[config.mk]
export PLATFORM = sky130hd
export DESIGN_NAME = mgr_receiver
export DESIGN_NICKNAME = d
export VERILOG_FILES = /design/src/hw/mgr_pkg.sv /design/src/hw/mgr_layer_regs.sv /design/src/hw/mgr_receiver.sv
export SDC_FILE = /design/constraint.sdc
export NUM_CORES = 1
export LEC_CHECK = 0
export ABC_AREA = 1
export BUFFER_PORTS_ARGS = -buffer_cell sky130_fd_sc_hd__buf_4
export CORE_AREA = 8 8 589 591
export DETAILED_ROUTE_END_ITERATION = 6
export DIE_AREA = 0 0 597 599
export HOLD_SLACK_MARGIN = 0.12
export SLEW_MARGIN = 20
export SYNTH_ARGS = -nofsm -noshare
export SYNTH_HDL_FRONTEND = slang
export SYNTH_SLANG_ARGS = --single-unit
[constraint.sdc]
create_clock -name clk -period 32.5 [get_ports clk]
set_clock_uncertainty 0.1 [all_clocks]
set_input_delay 3.25 -clock clk [delete_from_list [all_inputs] [get_ports clk]]
set_output_delay 3.25 -clock clk [all_outputs]
set_load 0.05 [all_outputs]
[src/hw/mgr_pkg.sv]
package mgr_pkg;
    localparam int NUM_CHANNELS = 16;
    localparam int NUM_LAYERS = 4;
    localparam logic [1:0] DEFAULT_BASIC_MODE = 2'h2;
    localparam logic [3:0] STATUS_CTRL = 4'hb;
    localparam logic [3:0] STATUS_SYSTEM = 4'hf;
    localparam logic [6:0] CC_DATA_ENTRY = 7'h06;
    localparam logic [6:0] CC_RPN_MSB = 7'h65;
    localparam logic [6:0] CC_RPN_LSB = 7'h64;
    localparam logic [6:0] CC_RESET_CTRL = 7'h79;
    localparam logic [6:0] CC_LOCAL = 7'h7a;
    localparam logic [6:0] CC_ALL_OFF = 7'h7b;
    localparam logic [6:0] RPN_NULL = 7'h7f;
    localparam logic [6:0] RPN_MSB_SELECT = 7'h00;
    localparam logic [6:0] RPN_BEND_RANGE = 7'h00;
    localparam logic [6:0] RPN_FINE_TUNE = 7'h01;
    localparam logic [6:0] RPN_COARSE_TUNE = 7'h02;
    localparam logic [1:0] DETUNE_NORMAL = 2'h0;
    typedef enum logic [1:0] {
        MGR_IDLE = 2'b00,
        MGR_CTRL = 2'b01,
        MGR_VAL = 2'b11
    } mgr_state_type;
endpackage

[src/hw/mgr_layer_regs.sv]
`timescale 1ns/1ps
`default_nettype none
module mgr_layer_regs #(
    parameter int WIDTH = 7
) (
    input wire logic clk,
    input wire logic reset,
    input wire logic load,
    input wire logic [WIDTH-1:0] value,
    output logic [WIDTH-1:0] layerValue
);
    always_ff @(posedge clk or posedge reset) begin
        if (reset) begin
            layerValue <= '0;
        end else if (load) begin
            layerValue <= value;
        end
    end
endmodule
`default_nettype wire

[src/hw/mgr_receiver.sv]
`timescale 1ns/1ps
`default_nettype none
// Function
// every one of 16 channels receives and drives its own program
// basic mode after reset is mode 3, omni off poly
// registered parameters act only in multi-part GM play; only 0, 1, 2
// parameter 0 writes pitch wheel range of all four layers
// parameter 1 writes detune amount of all four layers
// parameter 1 also forces detune type normal on all layers
// parameter 2 writes semitone tuning of all four layers
// any applied parameter sets that program's edited flag
// sender selects parameter by controllers 100, 101 then data entry
// system common and realtime bytes ignored, nothing transmitted; system common bytes return the parser to idle
// local and reset-controllers act as all notes off; GM on accepted
module mgr_receiver #(
    parameter int CHANNELS = mgr_pkg::NUM_CHANNELS,
    parameter int LAYERS = mgr_pkg::NUM_LAYERS
) (
    input wire logic clk,
    input wire logic reset,
    input wire logic rxValid,
    input wire logic [7:0] rxByte,
    input wire logic multiPart,
    input wire logic gmEnable,
    input wire logic gmOnIn,
    input wire logic editClear,
    input wire logic [3:0] editClearChannel,
    output logic [1:0] basicMode,
    output logic gmActive,
    output logic notesOffPulse,
    output logic [3:0] notesOffChannel,
    output logic [CHANNELS*LAYERS*7-1:0] bendRange,
    output logic [CHANNELS*LAYERS*7-1:0] detuneAmount,
    output logic [CHANNELS*LAYERS*2-1:0] detuneType,
    output logic [CHANNELS*LAYERS*7-1:0] semitone,
    output logic [CHANNELS-1:0] edited,
    output logic txValid
);
    mgr_pkg::mgr_state_type state;
    logic [3:0] channel;
    logic [6:0] ctrlNum;
    logic [6:0] rpnMsb [CHANNELS];
    logic [6:0] rpnLsb [CHANNELS];
    logic dataStrobe;
    logic [6:0] dataValue;
    logic [CHANNELS-1:0] applyBend, applyFine, applyCoarse;
    logic rpnAllowed;

    assign txValid = 1'b0;
    assign rpnAllowed = multiPart && gmEnable;

    // basic mode is fixed; no mode message alters it
    always_ff @(posedge clk or posedge reset) begin
        if (reset) begin
            basicMode <= mgr_pkg::DEFAULT_BASIC_MODE;
        end else begin
            basicMode <= mgr_pkg::DEFAULT_BASIC_MODE;
        end
    end

    // gm on is decoded upstream; the flag stays until reset
    always_ff @(posedge clk or posedge reset) begin
        if (reset) begin
            gmActive <= 1'b0;
        end else if (gmOnIn) begin
            gmActive <= 1'b1;
        end
    end

    // running-status parser; only controller messages are decoded
    always_ff @(posedge clk or posedge reset) begin
        if (reset) begin
            state <= mgr_pkg::MGR_IDLE;
            channel <= '0;
            ctrlNum <= '0;
        end else if (rxValid) begin
            if (rxByte[7]) begin
                if (rxByte[7:4] == mgr_pkg::STATUS_SYSTEM) begin
                    if (rxByte[3] == 1'b0) begin
                        state <= mgr_pkg::MGR_IDLE;
                    end
                end else if (rxByte[7:4] == mgr_pkg::STATUS_CTRL) begin
                    state <= mgr_pkg::MGR_CTRL;
                    channel <= rxByte[3:0];
                end else begin
                    state <= mgr_pkg::MGR_IDLE;
                end
            end else begin
                case (state)
                    mgr_pkg::MGR_CTRL: begin
                        ctrlNum <= rxByte[6:0];
                        state <= mgr_pkg::MGR_VAL;
                    end
                    mgr_pkg::MGR_VAL: state <= mgr_pkg::MGR_CTRL;
                    default: state <= mgr_pkg::MGR_IDLE;
                endcase
            end
        end
    end

    wire ctrlDone = rxValid && !rxByte[7] && state == mgr_pkg::MGR_VAL;

    always_ff @(posedge clk or posedge reset) begin
        if (reset) begin
            for (int c = 0; c < CHANNELS; c++) begin
                rpnMsb[c] <= mgr_pkg::RPN_NULL;
                rpnLsb[c] <= mgr_pkg::RPN_NULL;
            end
        end else if (ctrlDone) begin
            if (ctrlNum == mgr_pkg::CC_RPN_MSB) begin
                rpnMsb[channel] <= rxByte[6:0];
            end
            if (ctrlNum == mgr_pkg::CC_RPN_LSB) begin
                rpnLsb[channel] <= rxByte[6:0];
            end
        end
    end

    always_ff @(posedge clk or posedge reset) begin
        if (reset) begin
            notesOffPulse <= 1'b0;
            notesOffChannel <= '0;
        end else begin
            notesOffPulse <= ctrlDone && (ctrlNum == mgr_pkg::CC_ALL_OFF
                || ctrlNum == mgr_pkg::CC_LOCAL
                || ctrlNum == mgr_pkg::CC_RESET_CTRL);
            if (ctrlDone) begin
                notesOffChannel <= channel;
            end
        end
    end

    assign dataStrobe = ctrlDone && ctrlNum == mgr_pkg::CC_DATA_ENTRY
        && rpnAllowed && rpnMsb[channel] == mgr_pkg::RPN_MSB_SELECT;
    assign dataValue = rxByte[6:0];

    always_comb begin
        applyBend = '0;
        applyFine = '0;
        applyCoarse = '0;
        if (dataStrobe) begin
            applyBend[channel] =
                rpnLsb[channel] == mgr_pkg::RPN_BEND_RANGE;
            applyFine[channel] =
                rpnLsb[channel] == mgr_pkg::RPN_FINE_TUNE;
            applyCoarse[channel] =
                rpnLsb[channel] == mgr_pkg::RPN_COARSE_TUNE;
        end
    end

    genvar g;
    generate
        for (g = 0; g < CHANNELS * LAYERS; g++) begin : gLayer
            mgr_layer_regs #(.WIDTH(7)) uBend (
                .clk(clk), .reset(reset), .load(applyBend[g / LAYERS]),
                .value(dataValue), .layerValue(bendRange[g*7 +: 7]));
            mgr_layer_regs #(.WIDTH(7)) uFine (
                .clk(clk), .reset(reset), .load(applyFine[g / LAYERS]),
                .value(dataValue),
                .layerValue(detuneAmount[g*7 +: 7]));
            mgr_layer_regs #(.WIDTH(2)) uType (
                .clk(clk), .reset(reset), .load(applyFine[g / LAYERS]),
                .value(mgr_pkg::DETUNE_NORMAL),
                .layerValue(detuneType[g*2 +: 2]));
            mgr_layer_regs #(.WIDTH(7)) uCoarse (
                .clk(clk), .reset(reset), .load(applyCoarse[g / LAYERS]),
                .value(dataValue), .layerValue(semitone[g*7 +: 7]));
        end
    endgenerate

    // set wins over clear
    always_ff @(posedge clk or posedge reset) begin
        if (reset) begin
            edited <= '0;
        end else begin
            for (int c = 0; c < CHANNELS; c++) begin
                if (applyBend[c] || applyFine[c] || applyCoarse[c]) begin
                    edited[c] <= 1'b1;
                end else if (editClear && editClearChannel == c[3:0]) begin
                    edited[c] <= 1'b0;
                end
            end
        end
    end
endmodule
`default_nettype wire

==> results of run 1 <==
-- power by group through the flow --
stage / registers, W / logic (W) / clock network, W
after floorplan: 0.000763 / 0.000112 / 0
after global placement: 0.000766 / 0.000174 / 0
after detailed placement: 0.000766 / 0.000174 / 0
after CTS: 0.000754 / 0.000174 / 0.000912
after global routing: 0.000754 / 0.000183 / 0.000931
final: 0.000754 / 0.000170 / 0.000866
-- kinds of logic (layout without fill, tap and decap cells) --
kind of cell           count (synthesis)  after routing  synth area share [%]
other                                  2            138                0.0213
flip-flops                           595            595                  43.0
buffers and inverters               1449           1650                  28.1
AND/OR/NAND/NOR                     1968           1968                  24.4
AO/OA/AOI/OAI                        303            303                  4.42
-- synth_stat cells --
cell type,instances
nand2_1,1354
nand3b_1,2
nor4_2,1
inv_1,56
or2_2,4
clkbuf_1,141
nor2_4,2
dfstp_2,224
o21ai_1,10
nand4_1,337
buf_4,1167
o21a_1,11
nand3_2,32
nor4_1,1
buf_6,2
nand3_1,85
a31oi_1,1
o31a_1,4
dfrtp_1,371
nor2_2,8
o21ai_0,275
nor3_1,8
inv_2,6
buf_1,9
nor2_1,134
conb_1,2
buf_2,67
a21oi_1,2
clkinv_1,1
-- layer usage --
layer  global-route usage (%)  wire (um)  part of all wire, %
met1                     11.2      70600                   42
met2                     14.4      78800                   47
met3                     2.30      14600                  8.6
met4                     2.72       5200                  3.1
met5                        0          0                    0
-- critical path, delay by kind of cell --
family / cells / cell delay (ns)
AND/OR/NAND/NOR: 11 / 1.91
buffers and inverters: 5 / 2.15
-- stage by stage --
stage                     instances  util (%)
after detailed placement       9044      12.7
after CTS                      9183      13.4
final                          9190      13.4
after floorplan                4446         -
after global routing           9184      13.4
after global placement         9044      12.7
-- cell type report --
cell class	count	area share, %
Tap cell	4536	12.5
Sequential cell	595	33.5
Clock buffer	110	4.84
Multi-Input combinational cell	2402	23.9
Inverter	63	0.539
Clock inverter	29	0.611
Antenna cell	7	0.0387
Timing Repair Buffer	1448	24.1
-- worst paths after layout --
| kind | slack [ns] | endpoint | startpoint |
|---|---|---|---|
| setup / recovery | 25.54 | gLayer[44].uBend.layerValue[5] | rxByte[7] |
| setup reg to reg | 26.75 | gLayer[44].uBend.layerValue[5] | channel[1] |
| hold reg to reg | 0.37 | gmActive | gmActive |
| hold / removal | 0.37 | gmActive | gmActive |
| min in group asynchronous | 2.44 | gLayer[60].uFine.layerValue[1] | reset |
| max in group asynchronous | 27.53 | gLayer[11].uCoarse.layerValue[0] | reset |
-- registers in the layout, indices dropped and copies added, names as in the netlist --
signal,flops
gLayer.uBend.layerValue,112
rpnLsb,112
gLayer.uFine.layerValue,112
gmActive,1
state,2
gLayer.uCoarse.layerValue,112
notesOffChannel,4
rpnMsb,112
ctrlNum,7
edited,16
channel,4
notesOffPulse,1
==> qor.yml, run 1 <==
clk_path_buf_depth: 4
avgSynthCellArea_um2: 8.17
power_density_mw_per_mm2: 39.5
min_path_type: "reg2reg"
rsz0062_at_grt: "false"
placed_cell_area_mm2: 0.0428
post-dp-hpwl_mm: 128
run_status: "finished, final reports clean"
comb_power_share_pct: 9.5
p_int_w: 0.00125
period_share_pct: 21.4
hold_buffers: 0
r2r_cells: 15
die_x_um: 597
clk_latency_ns: 0.81
clk_pin_slew_ns: 0.07
period_needed_ns: 6.96
cp_slowest_cell: "buf_4"
final_common_cell: "buf_4"
ys_seq_area_share_pct: 43.0
synth.largest_area_cell: "dfrtp_1"
cts_setup_buffers: 0
slew_violations: 0
final_hold_viol_count: 0
ys.warnings.count: 0
tns_ns: 0
pin_count: 1516
antenna_found_initial: 23
grt_pass1_wl_mm: 229
h-tree-depth: 3
grt_max_degree: 115
hold_depth: 1
critical_path.max_fanout: 79
slew_headroom_pct: 23.7
coreArea_mm2: 0.338
leakagePower_nw: 22.3
netlist_instances: 4317
area.growth.synth_to_final_pct: 28.4
cap_violations: 0
crit_chain: "buf_4, nor2_1, nand3_1, inv_1, nand3_1, nor2_1, nand2_1, nor2_1, nand3_1, nor2_4, buf_4, buf_4, buf_4, nand3_1, nand2_1, nand2_1"
grt_usage_pct: 8.76
synth_top_area_share_pct: 26.3
pwr-share-clk_pct: 48.4
crit_type: "in2reg"
gp_congestion: 0.813
ant_nets: 0
cp.arrival_ns: 7.47
vias_per_cell: 3.19
hold_slack_ns: 0.373
firstDrtPassIters: 5
fmax_ghz: 0.144
power_switching_w: 0.000536
syn_area_mm2: 0.0353
seq_area_mm2: 0.0152
final_nets: 4608
wirelength_mm: 169
start_util_pct: 10.4
synth.distinct_cells: 29
port-buffer-count: 1384
yosys-top-cells-area: "dfrtp_1 (26%), buf_4 (25%), dfstp_2 (17%), nand2_1 (14%), nand4_1 (6.0%)"
grt_overflow_total: 0
finalPower_w: 0.00179
seqPwrFrac_pct: 42.1
grt_pass1_vias: 28978
endpoint_kind: "flop"
drtIter0Drc: 2340
multi_input_area_mm2: 0.0108
ir_drop_v: 0.0000379
ys_ff_latch: 595
drive_above_1_share_pct: 40.1
tightestPinTransition_ns: 1.14
cts_resized: 0
wl_per_cell_um: 18.4
dieArea_mm2: 0.358
drcViolationCount: 0
tritoncts: "yes"
vias: 29325
final_area_mm2: 0.0453
p_sw_share_pct: 30.0
rows: 214
die_h_um: 599
critPathMaxStageDelay_ns: 0.73
final_cell_mix: "buf_4 (1446), nand2_1 (1354), dfrtp_1 (369)"
fillerInstances: 38607
crit_required_ns: 33.01
cts.sinks: 595
cts-root-buf: "clkbuf_16"
dp_slack_ns: 24.84
setup_ws_ns: 25.54
cts_made_buffers: 79
critPathLaunchType: "input pin"
finalSetupViolations: 0
Note: power is estimated with default switching activity, not from simulation.
==> run 2: changes to the inputs <==
- ABC_AREA: 1 -> 0
- CORE_AREA: 8 8 589 591 -> 8 8 592 594
- DIE_AREA: 0 0 597 599 -> 0 0 600 602
- clock period: 32.5 -> 6.4 ns (I/O delays scaled with it)
==> qor.yml, run 2 <==
critical_path.max_fanout: 49  # -38%
cp.arrival_ns: 5.18  # -2.29 ns
wl_per_cell_um: 21.3  # +16%
period_share_pct: 73.4
rsz0062_at_grt: "false"
cts_resized: 0  # unchanged
crit_chain: "clkinv_1, o41ai_1, mux4_2, nand3_1, a221oi_4, buf_12, o211ai_1, buf_4, o21ai_0"
drcViolationCount: 0  # unchanged
cts_made_buffers: 80  # +1.3%
dp_slack_ns: 1.61  # -23.23 ns
die_h_um: 602  # +0.50%
netlist_instances: 2791  # -35%
clk_pin_slew_ns: 0.07  # about the same
critPathMaxStageDelay_ns: 0.86  # +0.13 ns
crit_type: "reg2reg"
slew_violations: 0  # unchanged
slew_headroom_pct: 28.7  # +5.0 points
yosys-top-cells-area: "dfrtp_1 (28%), buf_4 (26%), dfstp_2 (18%), mux2_2 (17%), mux2_4 (2.8%)"
drive_above_1_share_pct: 73.3  # +33 points
power_density_mw_per_mm2: 213  # +440%
period_needed_ns: 4.70
final_common_cell: "buf_4"
tritoncts: "yes"
drtIter0Drc: 1564  # -33%
finalSetupViolations: 0  # unchanged
firstDrtPassIters: 5  # unchanged
cap_violations: 0  # unchanged
grt_overflow_total: 0  # unchanged
synth.largest_area_cell: "dfrtp_1"
clk_latency_ns: 0.79  # -0.02 ns
ir_drop_v: 0.000167  # +340%
grt_pass1_vias: 22035  # -24%
synth_most_common_cell: "buf_4"
die_x_um: 600  # +0.50%
ant_nets: 0  # unchanged
pin_count: 1516  # unchanged
synth.distinct_cells: 55  # +90%
ys_top_cells_by_count: "buf_4 (1145), mux2_2 (504), dfrtp_1 (371)"
vias: 21427  # -27%
min_path_type: "in2reg"
wirelength_mm: 167  # -1.5%
cts.sinks: 595  # unchanged
final_cell_mix: "buf_4 (1426), mux2_2 (504), dfrtp_1 (370)"
final_hold_viol_count: 0  # unchanged
port-buffer-count: 1384  # unchanged
leakagePower_nw: 21.2  # -5.0%
antenna_found_initial: 33  # +43%
post-dp-hpwl_mm: 131  # +2.3%
area.growth.synth_to_final_pct: 32.9
synth_edf_count: 0  # unchanged
coreArea_mm2: 0.341  # +0.94%
start_util_pct: 9.74  # -0.70 points
grt_pass1_wl_mm: 215  # -6.2%
endpoint_kind: "flop"
rows: 215  # +0.47%
vias_per_cell: 2.74  # -14%
async_flop_share_pct: 100  # unchanged
ys.warnings.count: 0  # unchanged
final_nets: 3232  # -30%
synthFlopType: "dfrtp_1"
syn_area_mm2: 0.0332  # -5.8%
critPathLaunchType: "flop"
cp_slowest_cell: "dfrtp_2"
gp_congestion: 0.750  # -7.7%
cts-root-buf: "clkbuf_16"
placedCellCount: 7675  # -15%
crit_required_ns: 6.88  # -26.13 ns
clk_path_buf_depth: 4  # unchanged
tightestPinTransition_ns: 1.06  # -0.0848 ns
fmax_ghz: 0.213
dieArea_mm2: 0.361  # +1.0%
layout.cells.non_filler: 7834  # -15%
ys_seq_area_share_pct: 45.7  # +2.6 points
run_status: "finished, final reports clean"
grt_max_degree: 144  # +25%
synth_top_area_share_pct: 27.9  # +1.6 points
grt_usage_pct: 8.60  # -0.16 points
avgSynthCellArea_um2: 11.9  # +46%
ys_ff_latch: 595  # unchanged
setup_ws_ns: 1.70  # -23.84 ns
h-tree-depth: 3  # unchanged
## run 2: changes by cell type after synthesis, moves of 37 or more
cell	before	now
nand4_1	337	1
buf_2	67	14
nand3_1	85	48
mux2_2	0	504
nand2_1	1354	25
clkbuf_1	141	73
o21ai_0	275	42
inv_1	56	2
mux2_4	0	61
## run 2: area by class of cell
type                    instances  area [um^2]
diodes                          7         17.5
clock buffers                 107         2330
clock inverters                32          367
fillers                     38552       297000
inverters                       3         15.0
multi-input cells            1084         9570
flip-flops and latches        595        15200
well taps                    4557         5700
repair buffers               1449        11000
## run 2: metrics by stage
stage	power [W]	hold slack, ns	instance area, um^2	setup TNS (ns)	utilization [%]
CTS	0.00968	0.206	44100	0	12.9
finish	0.00942	0.222	44200	0	12.9
global placement	0.00483	0.390	41300	0	12.1
detailed placement	0.00483	0.400	41300	0	12.1
global route	0.00983	0.153	44100	0	12.9
floorplan	0.00453	0.373	33700	-851.28	-
## run 2: cells by family (layout without fill, tap and decap cells)
| family | after synthesis | after routing | synth area share (%) |
|---|---|---|---|
| AOI/OAI and AO/OA | 81 | 81 | 1.53 |
| buffers and inverters | 1241 | 1591 | 27.1 |
| DFF | 595 | 595 | 45.7 |
| muxes | 590 | 590 | 21.1 |
| other | 2 | 138 | 0.0226 |
| and+or+nand+nor | 282 | 282 | 4.65 |
## run 2: power breakdown
| part | internal (W) | switching, W | leakage [nW] | total (W) |
|---|---|---|---|---|
| sequential | 0.00380 | 0.0000592 | 7.47 | 0.00386 |
| clock | 0.00277 | 0.00191 | 1.32 | 0.00468 |
| combinational | 0.000181 | 0.000706 | 12.4 | 0.000887 |
## run 2: per-layer routing
layer / global-route usage, % / wire [um]
met2: 13.5 / 74800
met5: 0 / 0
met4: 2.53 / 4720
met1: 11.4 / 72500
met3: 2.39 / 14500
## run 2: critical path, delay by kind of cell (launching register included)
| family | cells | cell delay, ns |
|---|---|---|
| DFF | 1 | 0.86 |
| and+or+nand+nor | 1 | 0.14 |
| buffers and inverters | 3 | 1.20 |
| AOI/OAI and AO/OA | 4 | 1.89 |
| muxes | 1 | 0.29 |
## run 2: repair_timing
| item | 4_1_cts | 5_1_grt |
|---|---|---|
| buffers inserted | 0 | 0 |
| endpoints found under the hold margin | 24 | 0 |
| hold buffers | 13 | 0 |
## run 2: path summary, 6_finish.rpt
kind	start	end	slack, ns	cells after the start
setup / recovery	channel[1]	edited[5]	1.70	9
hold / removal	rxByte[7]	state[1]	0.22	3
setup reg to reg	channel[1]	edited[5]	1.70	9
hold reg to reg	notesOffChannel[1]	notesOffChannel[1]	0.41	2
max in group asynchronous	reset	gLayer[48].uCoarse.layerValue[4]	4.29	5
min in group asynchronous	reset	gLayer[20].uCoarse.layerValue[6]	0.39	3
